### config.mk
export PLATFORM = sky130hd
export DESIGN_NAME = gated_timer
export DESIGN_NICKNAME = d
export VERILOG_FILES = /design/src/inc/gated_timer_pkg.sv /design/src/core/gated_timer.sv
export VERILOG_INCLUDE_DIRS = /design/src /design/src/inc
export SDC_FILE = /design/constraint.sdc
export NUM_CORES = 1
export LEC_CHECK = 0
export ABC_CLOCK_PERIOD_IN_PS = 2310
export BUFFER_PORTS_ARGS = -buffer_cell sky130_fd_sc_hd__buf_2
export CAP_MARGIN = 5
export CELL_PAD_IN_SITES_DETAIL_PLACEMENT = 2
export CELL_PAD_IN_SITES_GLOBAL_PLACEMENT = 2
export CORE_UTILIZATION = 28
export DETAILED_ROUTE_END_ITERATION = 16
export GPL_ROUTABILITY_DRIVEN = 0
export GPL_TIMING_DRIVEN = 0
export PLACE_DENSITY_LB_ADDON = 0.1
export RECOVER_POWER = 50
export SYNTH_ARGS = -nofsm -noshare
export SYNTH_HDL_FRONTEND = slang
export SYNTH_SLANG_ARGS = --single-unit
### constraint.sdc
create_clock -name pclk -period 2.31 [get_ports pclk]
set_clock_uncertainty 0.05 [all_clocks]
set_input_delay 0.462 -clock pclk [delete_from_list [all_inputs] [get_ports pclk]]
set_output_delay 0.462 -clock pclk [all_outputs]
set_load 0.02 [all_outputs]
### src/inc/gated_timer_consts.svh
// Register offsets, field positions, reset values and timing constants of the gated timer
`ifndef GATED_TIMER_CONSTS_SVH
`define GATED_TIMER_CONSTS_SVH

`define OFF_COUNTER_CONTROL 12'h000
`define OFF_GATE_CONTROL    12'h004
`define OFF_COUNT_LOW_BYTE  12'h008
`define OFF_COUNT_HIGH_BYTE 12'h00c
`define OFF_STATUS          12'h010

`define CC_RUN_BIT          0
`define CC_SYNC_DIS_BIT     2
`define CC_PRESCALE_LSB     4
`define CC_CLKSEL_LSB       6
`define GC_SRC_LSB          0
`define GC_TOGGLE_BIT       5
`define GC_POL_BIT          6
`define GC_ENABLE_BIT       7
`define ST_ROLLOVER_BIT     0
`define ST_GATE_BIT         1

`define CC_WRITE_MASK       8'hf5
`define GC_WRITE_MASK       8'he3
`define CTRL_RESET          8'h00
`define INSTR_CLOCK_DIV     2'h3

`endif

### src/inc/gated_timer_pkg.sv
// Types for the gated 16-bit timer
package gated_timer_pkg;

	typedef enum logic [1:0] {
		CLK_INSTR,
		CLK_SYSTEM,
		CLK_EXTERNAL,
		CLK_LOW_FREQ
	} clk_src_e;

	typedef enum logic [1:0] {
		GATE_PIN,
		GATE_BYTE_TIMER,
		GATE_COMP_A,
		GATE_COMP_B
	} gate_src_e;

	typedef struct packed {
		logic [7:0]  counter_control;
		logic [7:0]  gate_control;
		logic [15:0] count;
		logic [2:0]  prescale_cnt;
		logic [1:0]  instr_div;
		logic        rollover_flag;
		logic        toggle_ff;
		logic        gate_sync1;
		logic        gate_sync2;
		logic        ext_sync1;
		logic        ext_sync2;
		logic        ext_prev;
		logic        ext_armed;
		logic        lfo_sync1;
		logic        lfo_sync2;
		logic        lfo_prev;
		logic        gate_prev;
		logic [31:0] prdata;
	} state_s;

endpackage

### src/core/gated_timer.sv
// Gated 16-bit timer/counter with APB register access
`timescale 1ns/1ps
`include "gated_timer_consts.svh"

// Behaviour
// Counts only with run set; gate enable decides whether the gate qualifies counting.
// 16-bit up-counter read via low and high bytes; byte writes load immediately.
// Clock select: 11 low-freq osc, 10 external pin, 01 system, 00 instruction.
// Internal clocks advance the counter once per prescaler output pulse.
// External pin counts on rising edges, synchronized or asynchronous.
// External mode needs a falling edge before the first counted rising edge.
// Prescaler divides by 1, 2, 4 or 8; its counter is hidden.
// Writing either count byte clears the hidden prescale counter.
// Sync-disable passes the external clock without phase synchronization; sync_dis is unused and the pin always passes the two flops.
// Asynchronous external counting runs in sleep; rollover flag can wake.
// Byte reads during asynchronous counting return a valid value.
// Software stops the counter before writing new count values.
// Switching sync modes may lose or add one increment.
// Gated counting happens only while gate equals the polarity bit.
// Inactive gate suppresses increments and holds the count.
// Gate source: 00 pin, 01 byte-timer rollover, 10 comparator a, 11 b.
// Byte-timer rollover pulse feeds the gate circuitry as a source.
// Toggle mode routes the gate through a flip-flop toggling on each rising edge.
// Toggle flip-flop forced to zero while toggle mode is clear.
// Software avoids enabling toggle mode while changing gate polarity.
// Rollover from all ones to zero sets a flag only software clears.
// Clearing run stops the counter and clears the gate flip-flop.
// Selected gate is sampled through two flops before qualifying increments.
module gated_timer (
	// Clock and reset
	input  wire logic        pclk,
	input  wire logic        presetn,
	// APB slave
	input  wire logic        psel,
	input  wire logic        penable,
	input  wire logic        pwrite,
	input  wire logic [11:0] paddr,
	input  wire logic [31:0] pwdata,
	input  wire logic [3:0]  pstrb,
	output logic      [31:0] prdata,
	output logic             pready,
	output logic             pslverr,
	// Count clock and gate sources
	input  wire logic        external_count_clock_pin,
	input  wire logic        low_freq_internal_osc,
	input  wire logic        gate_pin,
	input  wire logic        byte_timer_rollover,
	input  wire logic        comparator_a_output,
	input  wire logic        comparator_b_output,
	// Status
	output logic             rollover_flag,
	output logic             gate_value
);

	gated_timer_pkg::state_s s_r;
	gated_timer_pkg::state_s s_nxt;

	logic       wr_acc;
	logic       rd_acc;
	logic       mapped;
	logic       run;
	logic       gate_en;
	logic       gate_pol;
	logic       toggle_mode;
	logic       sync_dis;
	logic [1:0] presc_sel;
	logic [1:0] clk_sel;
	logic [1:0] gate_sel;
	logic       gate_raw;
	logic       gate_src;
	logic       gate_ok;
	logic       clk_event;
	logic       presc_tick;
	logic       count_en;
	logic       ext_rise;
	logic       ext_fall;
	logic       count_wr;

	function automatic logic [2:0] presc_limit(input logic [1:0] sel);
		presc_limit = 3'((4'h1 << sel) - 4'h1);
	endfunction

	assign wr_acc      = psel && penable && pwrite;
	// Read data is captured in the setup cycle so it stands at the access edge
	assign rd_acc      = psel && !penable && !pwrite;
	assign mapped      = paddr inside {`OFF_COUNTER_CONTROL, `OFF_GATE_CONTROL,
	                                   `OFF_COUNT_LOW_BYTE, `OFF_COUNT_HIGH_BYTE, `OFF_STATUS};
	assign pready      = 1'b1;
	assign pslverr     = psel && penable && !mapped;
	assign prdata      = s_r.prdata;
	assign rollover_flag = s_r.rollover_flag;
	assign gate_value  = toggle_mode ? s_r.toggle_ff : s_r.gate_sync2;

	assign run         = s_r.counter_control[`CC_RUN_BIT];
	assign sync_dis    = s_r.counter_control[`CC_SYNC_DIS_BIT];
	assign presc_sel   = s_r.counter_control[`CC_PRESCALE_LSB +: 2];
	assign clk_sel     = s_r.counter_control[`CC_CLKSEL_LSB +: 2];
	assign gate_sel    = s_r.gate_control[`GC_SRC_LSB +: 2];
	assign toggle_mode = s_r.gate_control[`GC_TOGGLE_BIT];
	assign gate_pol    = s_r.gate_control[`GC_POL_BIT];
	assign gate_en     = s_r.gate_control[`GC_ENABLE_BIT];
	assign count_wr    = wr_acc && pstrb[0] &&
	                     (paddr == `OFF_COUNT_LOW_BYTE || paddr == `OFF_COUNT_HIGH_BYTE);

	// Gate source multiplexer
	always_comb begin
		unique case (gate_pkg_sel(gate_sel))
			gated_timer_pkg::GATE_PIN:        gate_raw = gate_pin;
			gated_timer_pkg::GATE_BYTE_TIMER: gate_raw = byte_timer_rollover;
			gated_timer_pkg::GATE_COMP_A:     gate_raw = comparator_a_output;
			gated_timer_pkg::GATE_COMP_B:     gate_raw = comparator_b_output;
		endcase
	end

	function automatic gated_timer_pkg::gate_src_e gate_pkg_sel(input logic [1:0] v);
		gate_pkg_sel = gated_timer_pkg::gate_src_e'(v);
	endfunction

	// Toggle output or synchronized level, then polarity compare
	assign gate_src = toggle_mode ? s_r.toggle_ff : s_r.gate_sync2;
	assign gate_ok  = !gate_en || (gate_src == gate_pol);
	assign count_en = run && gate_ok;

	assign ext_rise = s_r.ext_sync2 && !s_r.ext_prev;
	assign ext_fall = !s_r.ext_sync2 && s_r.ext_prev;

	// Clock source event, one cycle pulse per selected edge
	always_comb begin
		unique case (gated_timer_pkg::clk_src_e'(clk_sel))
			gated_timer_pkg::CLK_INSTR:    clk_event = (s_r.instr_div == `INSTR_CLOCK_DIV);
			gated_timer_pkg::CLK_SYSTEM:   clk_event = 1'b1;
			gated_timer_pkg::CLK_EXTERNAL: clk_event = ext_rise && s_r.ext_armed;
			gated_timer_pkg::CLK_LOW_FREQ: clk_event = s_r.lfo_sync2 && !s_r.lfo_prev;
		endcase
	end

	// At or past the limit, so a smaller ratio never strands the counter
	assign presc_tick = clk_event && count_en && (s_r.prescale_cnt >= presc_limit(presc_sel));

	always_comb begin
		s_nxt = s_r;
		s_nxt.instr_div  = s_r.instr_div + 2'h1;
		// Two-flop sampling; first stage feeds only the second
		s_nxt.gate_sync1 = gate_raw;
		s_nxt.gate_sync2 = s_r.gate_sync1;
		s_nxt.gate_prev  = s_r.gate_sync2;
		// The pin passes the same two flops whichever sync mode is chosen, so
		// the async path reads coherently from the bus and mode switches cost
		// at most one edge.
		s_nxt.ext_sync1  = external_count_clock_pin;
		s_nxt.ext_sync2  = s_r.ext_sync1;
		s_nxt.ext_prev   = s_r.ext_sync2;
		s_nxt.lfo_sync1  = low_freq_internal_osc;
		s_nxt.lfo_sync2  = s_r.lfo_sync1;
		s_nxt.lfo_prev   = s_r.lfo_sync2;
		s_nxt.prdata     = 32'h0000_0000;

		if (ext_fall)
			s_nxt.ext_armed = 1'b1;
		if (!run)
			s_nxt.ext_armed = 1'b0;

		if (!toggle_mode || !run)
			s_nxt.toggle_ff = 1'b0;
		else if (s_r.gate_sync2 && !s_r.gate_prev)
			s_nxt.toggle_ff = !s_r.toggle_ff;

		if (clk_event && count_en) begin
			if (presc_tick) begin
				s_nxt.prescale_cnt = 3'h0;
				s_nxt.count = s_r.count + 16'h0001;
				if (s_r.count == 16'hffff)
					s_nxt.rollover_flag = 1'b1;
			end else begin
				s_nxt.prescale_cnt = s_r.prescale_cnt + 3'h1;
			end
		end

		if (wr_acc && pstrb[0]) begin
			unique case (paddr)
				`OFF_COUNTER_CONTROL:
					s_nxt.counter_control = pwdata[7:0] & `CC_WRITE_MASK;
				`OFF_GATE_CONTROL:
					s_nxt.gate_control = pwdata[7:0] & `GC_WRITE_MASK;
				`OFF_COUNT_LOW_BYTE:
					s_nxt.count[7:0] = pwdata[7:0];
				`OFF_COUNT_HIGH_BYTE:
					s_nxt.count[15:8] = pwdata[7:0];
				`OFF_STATUS:
					// Write one to clear; a rollover in the same cycle wins
					if (pwdata[`ST_ROLLOVER_BIT] && !(presc_tick && s_r.count == 16'hffff))
						s_nxt.rollover_flag = 1'b0;
				default: ;
			endcase
		end
		if (count_wr) begin
			s_nxt.prescale_cnt = 3'h0;
			s_nxt.ext_armed    = 1'b0;
		end

		if (rd_acc) begin
			unique case (paddr)
				`OFF_COUNTER_CONTROL: s_nxt.prdata = {24'h0, s_r.counter_control};
				`OFF_GATE_CONTROL:    s_nxt.prdata = {24'h0, s_r.gate_control};
				`OFF_COUNT_LOW_BYTE:  s_nxt.prdata = {24'h0, s_r.count[7:0]};
				`OFF_COUNT_HIGH_BYTE: s_nxt.prdata = {24'h0, s_r.count[15:8]};
				`OFF_STATUS:          s_nxt.prdata = {30'h0, gate_src, s_r.rollover_flag};
				default:              s_nxt.prdata = 32'h0000_0000;
			endcase
		end
	end

	always_ff @(posedge pclk or negedge presetn) begin
		if (!presetn)
			s_r <= '0;
		else
			s_r <= s_nxt;
	end

	// Zero wait states: the snapshot taken at setup is what the access edge sees
	a_low_byte_load: assert property (@(posedge pclk) disable iff (!presetn)
		(wr_acc && pstrb[0] && paddr == `OFF_COUNT_LOW_BYTE)
		|=> s_r.count[7:0] == $past(pwdata[7:0]))
		else $error("low byte write did not load");
	a_run_gates_count: assert property (@(posedge pclk) disable iff (!presetn)
		!run |=> s_r.count == $past(s_r.count) || $past(wr_acc))
		else $error("count moved while stopped");
	a_gate_holds_count: assert property (@(posedge pclk) disable iff (!presetn)
		(run && gate_en && gate_src != gate_pol && !wr_acc) |=> s_r.count == $past(s_r.count))
		else $error("count moved with gate inactive");
	a_rollover_sets_flag: assert property (@(posedge pclk) disable iff (!presetn)
		(presc_tick && s_r.count == 16'hffff) |=> rollover_flag && s_r.count == 16'h0000)
		else $error("rollover flag not set");
	a_toggle_held_clear: assert property (@(posedge pclk) disable iff (!presetn)
		!toggle_mode |=> !s_r.toggle_ff)
		else $error("toggle flop not held clear");
	a_stop_clears_toggle: assert property (@(posedge pclk) disable iff (!presetn)
		$fell(run) |-> ##1 !s_r.toggle_ff)
		else $error("gate flop survived stop");
	a_count_write_clears: assert property (@(posedge pclk) disable iff (!presetn)
		count_wr |=> s_r.prescale_cnt == 3'h0 && !s_r.ext_armed)
		else $error("prescaler not cleared by count write");
	a_system_clock_rate: assert property (@(posedge pclk) disable iff (!presetn)
		(run && !gate_en && clk_sel == 2'h1 && presc_sel == 2'h0 && !wr_acc)
		|=> s_r.count == 16'($past(s_r.count) + 16'h0001))
		else $error("system clock not counting every cycle");
	a_ext_needs_fall: assert property (@(posedge pclk) disable iff (!presetn)
		(clk_sel == 2'h2 && !s_r.ext_armed && !wr_acc) |=> s_r.count == $past(s_r.count))
		else $error("external count before falling edge");
	a_prescale_bound: assert property (@(posedge pclk) disable iff (!presetn)
		s_r.prescale_cnt <= presc_limit(presc_sel) || $past(wr_acc))
		else $error("prescale counter past its limit");

	c_rollover: cover property (@(posedge pclk) disable iff (!presetn) $rose(rollover_flag));
	c_ext_count: cover property (@(posedge pclk) disable iff (!presetn)
		clk_sel == 2'h2 && presc_tick);
	c_gated_toggle: cover property (@(posedge pclk) disable iff (!presetn)
		gate_en && toggle_mode && presc_tick);
	c_stop_in_toggle: cover property (@(posedge pclk) disable iff (!presetn)
		$fell(run) && s_r.toggle_ff);

endmodule

Word-level counts from Yosys, hierarchy flattened
Index checks and enable logic that the tools add are counted.
Storage, ports and cells
  bits in registers: 76
  input bits: 59
  logic and storage cells: 101
Operators by class
  add/sub/neg operators: 4
  magnitude comparators: 1
  equality and inequality tests: 14
  shift operators: 1
  mux-type cells: 23
  reduce and logical (&&, ||, !) cells: 40
Operators by type and width (number)
  case mux 8 bit (5 select lines): 1
  two-way mux 16 bit: 2
  equality test 12 x 4 -> 1 bit (second input constant): 2
  two-way mux 8 bit: 3
  two-way mux 19 bit: 1
  logical AND 1 bit: 17
  adder 16 x 1 -> 16 bit (second input constant): 1
  equality test 16 bit (second input constant): 1
  equality test 12 x 3 -> 1 bit (second input constant): 1
  equality test 12 x 5 -> 1 bit (second input constant): 1
  zero test 1 bit: 12
  zero test 12 bit: 1
  two-way mux 1 bit: 12
  equality test 2 bit (second input constant): 5
  case mux 1 bit (4 select lines): 2
  two-way mux 3 bit: 2
  nonzero test 5 bit: 1
  equality test 2 x 1 -> 1 bit (second input constant): 2
  zero test 2 bit: 2
  AND reduction 2 bit: 2
  nonzero test 2 bit: 2
  adder 3 x 1 -> 3 bit (second input constant): 1
  >= comparator 3 bit: 1
  logical OR 1 bit: 3
  5 further kinds: 5

Logic depth before layout (Yosys ltp)
  word-level depth: 12
  mapped depth: 8

Worst setup path before layout
Ideal clock, no wire load.
  kind: register to register
  start point: reg s_r (netlist bit presc_sel[1])
  end point: reg s_r[61] in the netlist's numbering
  data arrival time: 1.953 ns
  setup slack: 0.170 ns
  stages on the path, launching flop included: 9
  path buffers: 0
  cells stage by stage: dfrtp_1 > or2_2 > ha_1 > nor2b_1 > o21ai_2 > nand2_1 > nor4_2 > xnor2_1 > a21oi_1
RTL lines
  from (decl): line gated_timer.sv:55  | gated_timer_pkg::state_s s_r;
  from (signal assigned): line gated_timer.sv:217  | s_r <= s_nxt;

==> summary.txt <==
Finish
  – Final Core Density: a little over a third
  – Area Growth Syn to Fin: 21.4%
  – Layout Nets: approximately 430
  – Antenna diodes: 0
  – Post-route cell area: 3600 um2
  – Share of layout cells above drive strength 1: a little under a third

Timing
  – Unrepaired setup endpoints after global routing: yes
  – Final Slew Violations: 0
  – Slew @ Worst Pin: 1320 ps
  – Final period util: just under 100%
  – Period minus WS final: 2230 ps
  – Fmax: 449 MHz
  – Hold Fails Final Rpt: 0
  – Final setup fails: 0
  – Rel. slew slack: 12.0%

Synthesis
  – Top post-synthesis cells by area: dfrtp_1 44%, buf_4 8.4%, xnor2_1 5.0%
  – Synth area leader: dfrtp_1
  – Asr flop ratio synth: 100%
  – Sequential element share of the synthesized area: 43.9%
  – Netlist cell types: 46
  – Top_reg_cell synth: dfrtp_1
  – Post-synth EDFFs: 0
  – Syn_area_per_cell: 10.3 um2
  – Synth Cell Area: 2970 um2
  – Yosys reg bits: 52
  – Synth Warn #: 0
  – Post-synth top area share: between 40% and 50%
  – Mapped Cells: 287

Power
  – Comb pwr share: under 10%
  – Sequential Power Share: 50.1%
  – Int Power: 1.42 mW
  – Clock share of power: approximately 40%
  – Max VDD drop: 0.250 mV
  – Switch share: 23.2%
  – PD cells: 512 nW/um2
  – Pleak: 1.71 nW
  – Final Power: 1.84 mW
  – P_sw: between 0.4 and 0.5 mW

CTS
  – Post-CTS Hold Buffers: 0
  – CTS tree: yes
  – Clock Tree Root: clkbuf_8
  – CTS clk-pin slew, worst paths: roughly 100 ps
  – CTS H-tree depth: 2
  – Clock sinks: 52
  – Clock Tree Buf Depth: 2
  – Clock buffers created by TritonCTS: 5
  – Worst-skew pair later-pin latency: 310 ps

Setup path
  – Critical path endpoint category: flip-flop
  – CP max stage delay: 460 ps
  – Reg-to-reg slack, setup: just over 80 ps
  – Worst-path cell chain: or2_2 -> ha_1 -> nor2b_2 -> o21ai_4 -> nand4_4 -> nor3_4 -> xor2_1 -> mux2_2
  – Arr. time, crit path: 2380 ps
  – R2R cell count: 8
  – Crit Path Class: reg -> reg
  – Worst path depth: 8
  – Delay-heaviest family, CP: simple AND/OR/NAND/NOR gates
  – Reg-to-reg endpoint: s_r[56]$_DFF_PN0_
  – Req. time, crit path: 2460 ps
  – Worst r2r src: presc_sel[1]$_DFFE_PN0P_
  – CP max stage cell: dfrtp_2
  – Buf/Inv on CP: 0
  – Critical path launch point type: flip-flop
  – Max FO, Critical Path: 6

Global route
  – Number of global-route vias before repair: 2374
  – Gr usage total: 15.8%
  – Initial antenna violation count: 0
  – Largest net degree at the start of global routing: 53
  – Grt total ovfl: 0
  – First-pass GRT wire length: ~13000 um

Placement
  – Dpl hpwl: between 6000 and 7000 um
  – IO buf count: 40
  – Post-Place Cell Area: between 3000 and 4000 um2

Drt
  – Post-route DRC: 0
  – Drt wl/cell: 16.3 um
  – TritonRoute pass-1 iters: 4
  – Number of routed nets with antenna violations: 0
  – Routed wire length: 8100 um
  – Vias: 2246
  – Via density: around 4.5
  – Starting DRT DRC Count: between 40 and 50

Min path
  – Hold worst-path end: s_nxt[34]$_DFF_PN0_
  – Hold Path Class: in -> reg
  – Worst Hold Depth: 1
  – Worst hold start: low_freq_internal_osc

Floorplanning
  – Site Rows: 37
  – DIE HEIGHT: 105 um
  – IO Pins: 95
  – Die area: 11000 um2
  – Initial Utilization: 28.9%
  – Core area: 10300 um2
  – Die width: 105 um

Status
  – Outcome: complete, no violations

Run
  – Number of max-cap violations: 0
registers in the layout, summed over array words and instances, names as in the netlist:
name	count
gate_sel	2
rollover_flag	1
gate_en	1
s_r	28
clk_sel	2
prdata	8
s_nxt	6
run	1
gate_pol	1
presc_sel	2
power by group through the flow:
stage	combinational, mW	clock, mW	sequential (mW)
finish	0.178	0.741	0.923
global placement	0.177	0	0.941
detailed placement	0.179	0	0.942
CTS	0.180	0.767	0.924
floorplan	0.111	0	0.940
global route	0.197	0.791	0.925
metal layers:
metal,wire length [um],share of wire (%),vias up,track usage [%]
met5,0,0,-,0
met4,62,0.77,0,3.92
met3,214,2.6,4,2.18
met2,3940,49,38,26.5
met1,3890,48,1132,21.3
li1,-,-,1072,-
how the worst max path moves through the flow:
stage                              from  slack (ps)                end
2_1_floorplan  presc_sel[1]$_DFFE_PN0P_         170  s_r[61]$_DFF_PN0_
3_3_place_gp   presc_sel[1]$_DFFE_PN0P_        -140  s_r[61]$_DFF_PN0_
3_5_place_dp   presc_sel[1]$_DFFE_PN0P_        -170  s_r[60]$_DFF_PN0_
4_1_cts        presc_sel[1]$_DFFE_PN0P_          20  s_r[56]$_DFF_PN0_
5_1_grt        presc_sel[1]$_DFFE_PN0P_         -20  s_r[56]$_DFF_PN0_
6_report       presc_sel[1]$_DFFE_PN0P_          80  s_r[56]$_DFF_PN0_
cell type report:
class                           count  area [um2]
Clock buffer                        5        68.8
Inverter                            6        22.5
Clock inverter                      2        60.1
Multi-Input combinational cell    212        1470
Tap cell                          136         170
Timing Repair Buffer               43         219
Buffer                             40         284
Sequential cell                    52        1300
Fill cell                        1166        6680
cells in the mapped netlist, types with 5 or more instances:
cell,number
ha_1,6
a22oi_1,5
nand3_1,9
inv_1,6
dfrtp_1,52
xnor2_1,17
nor2b_1,7
nor2_1,28
and3_1,6
buf_4,33
mux2_1,11
nor3_1,7
a21oi_1,14
o21ai_1,8
nand2_1,24
timing repair:
action                                  CTS  global route
pin swaps                                 1             2
endpoints found under the hold margin     0             0
endpoints found under the setup margin   10             4
resized for setup                         4             4
setup buffers                             2             0
cell families (layout without fill, tap and decap cells):
kind of cell / after synthesis / count (layout) / synth area share [%]
AND/OR/NAND/NOR: 104 / 104 / 19.9
flip-flops: 52 / 52 / 43.9
buffers and inverters: 46 / 96 / 10.3
AO/OA/AOI/OAI: 36 / 36 / 7.47
multiplexers: 23 / 23 / 10.4
XOR/XNOR: 18 / 18 / 5.31
adder cells (fa/ha/maj): 6 / 6 / 2.53
other: 2 / 25 / 0.253
cells in the final DEF (no fill, tap or decap), types with 7 or more instances in the layout:
| master | Yosys | routed |
|---|---|---|
| a21oi_1 | 14 | 14 |
| buf_2 | 2 | 41 |
| buf_4 | 33 | 35 |
| conb_1 | 2 | 25 |
| dfrtp_1 | 52 | 50 |
| mux2_1 | 11 | 11 |
| nand2_1 | 24 | 23 |
| nand3_1 | 9 | 9 |
| nor2_1 | 28 | 28 |
| o21ai_1 | 8 | 7 |
| xnor2_1 | 17 | 17 |
metrics by stage:
stage	hold slack [ps]	setup TNS, ps	setup slack (ps)	cells
after floorplan	116	0	170	310
after global placement	285	-654	-136	486
after detailed placement	287	-1110	-166	486
after CTS	199	0	19.4	495
after global routing	198	-35.1	-20.0	496
final	205	0	83.0	496
Note: power is estimated with default switching activity, not from simulation.
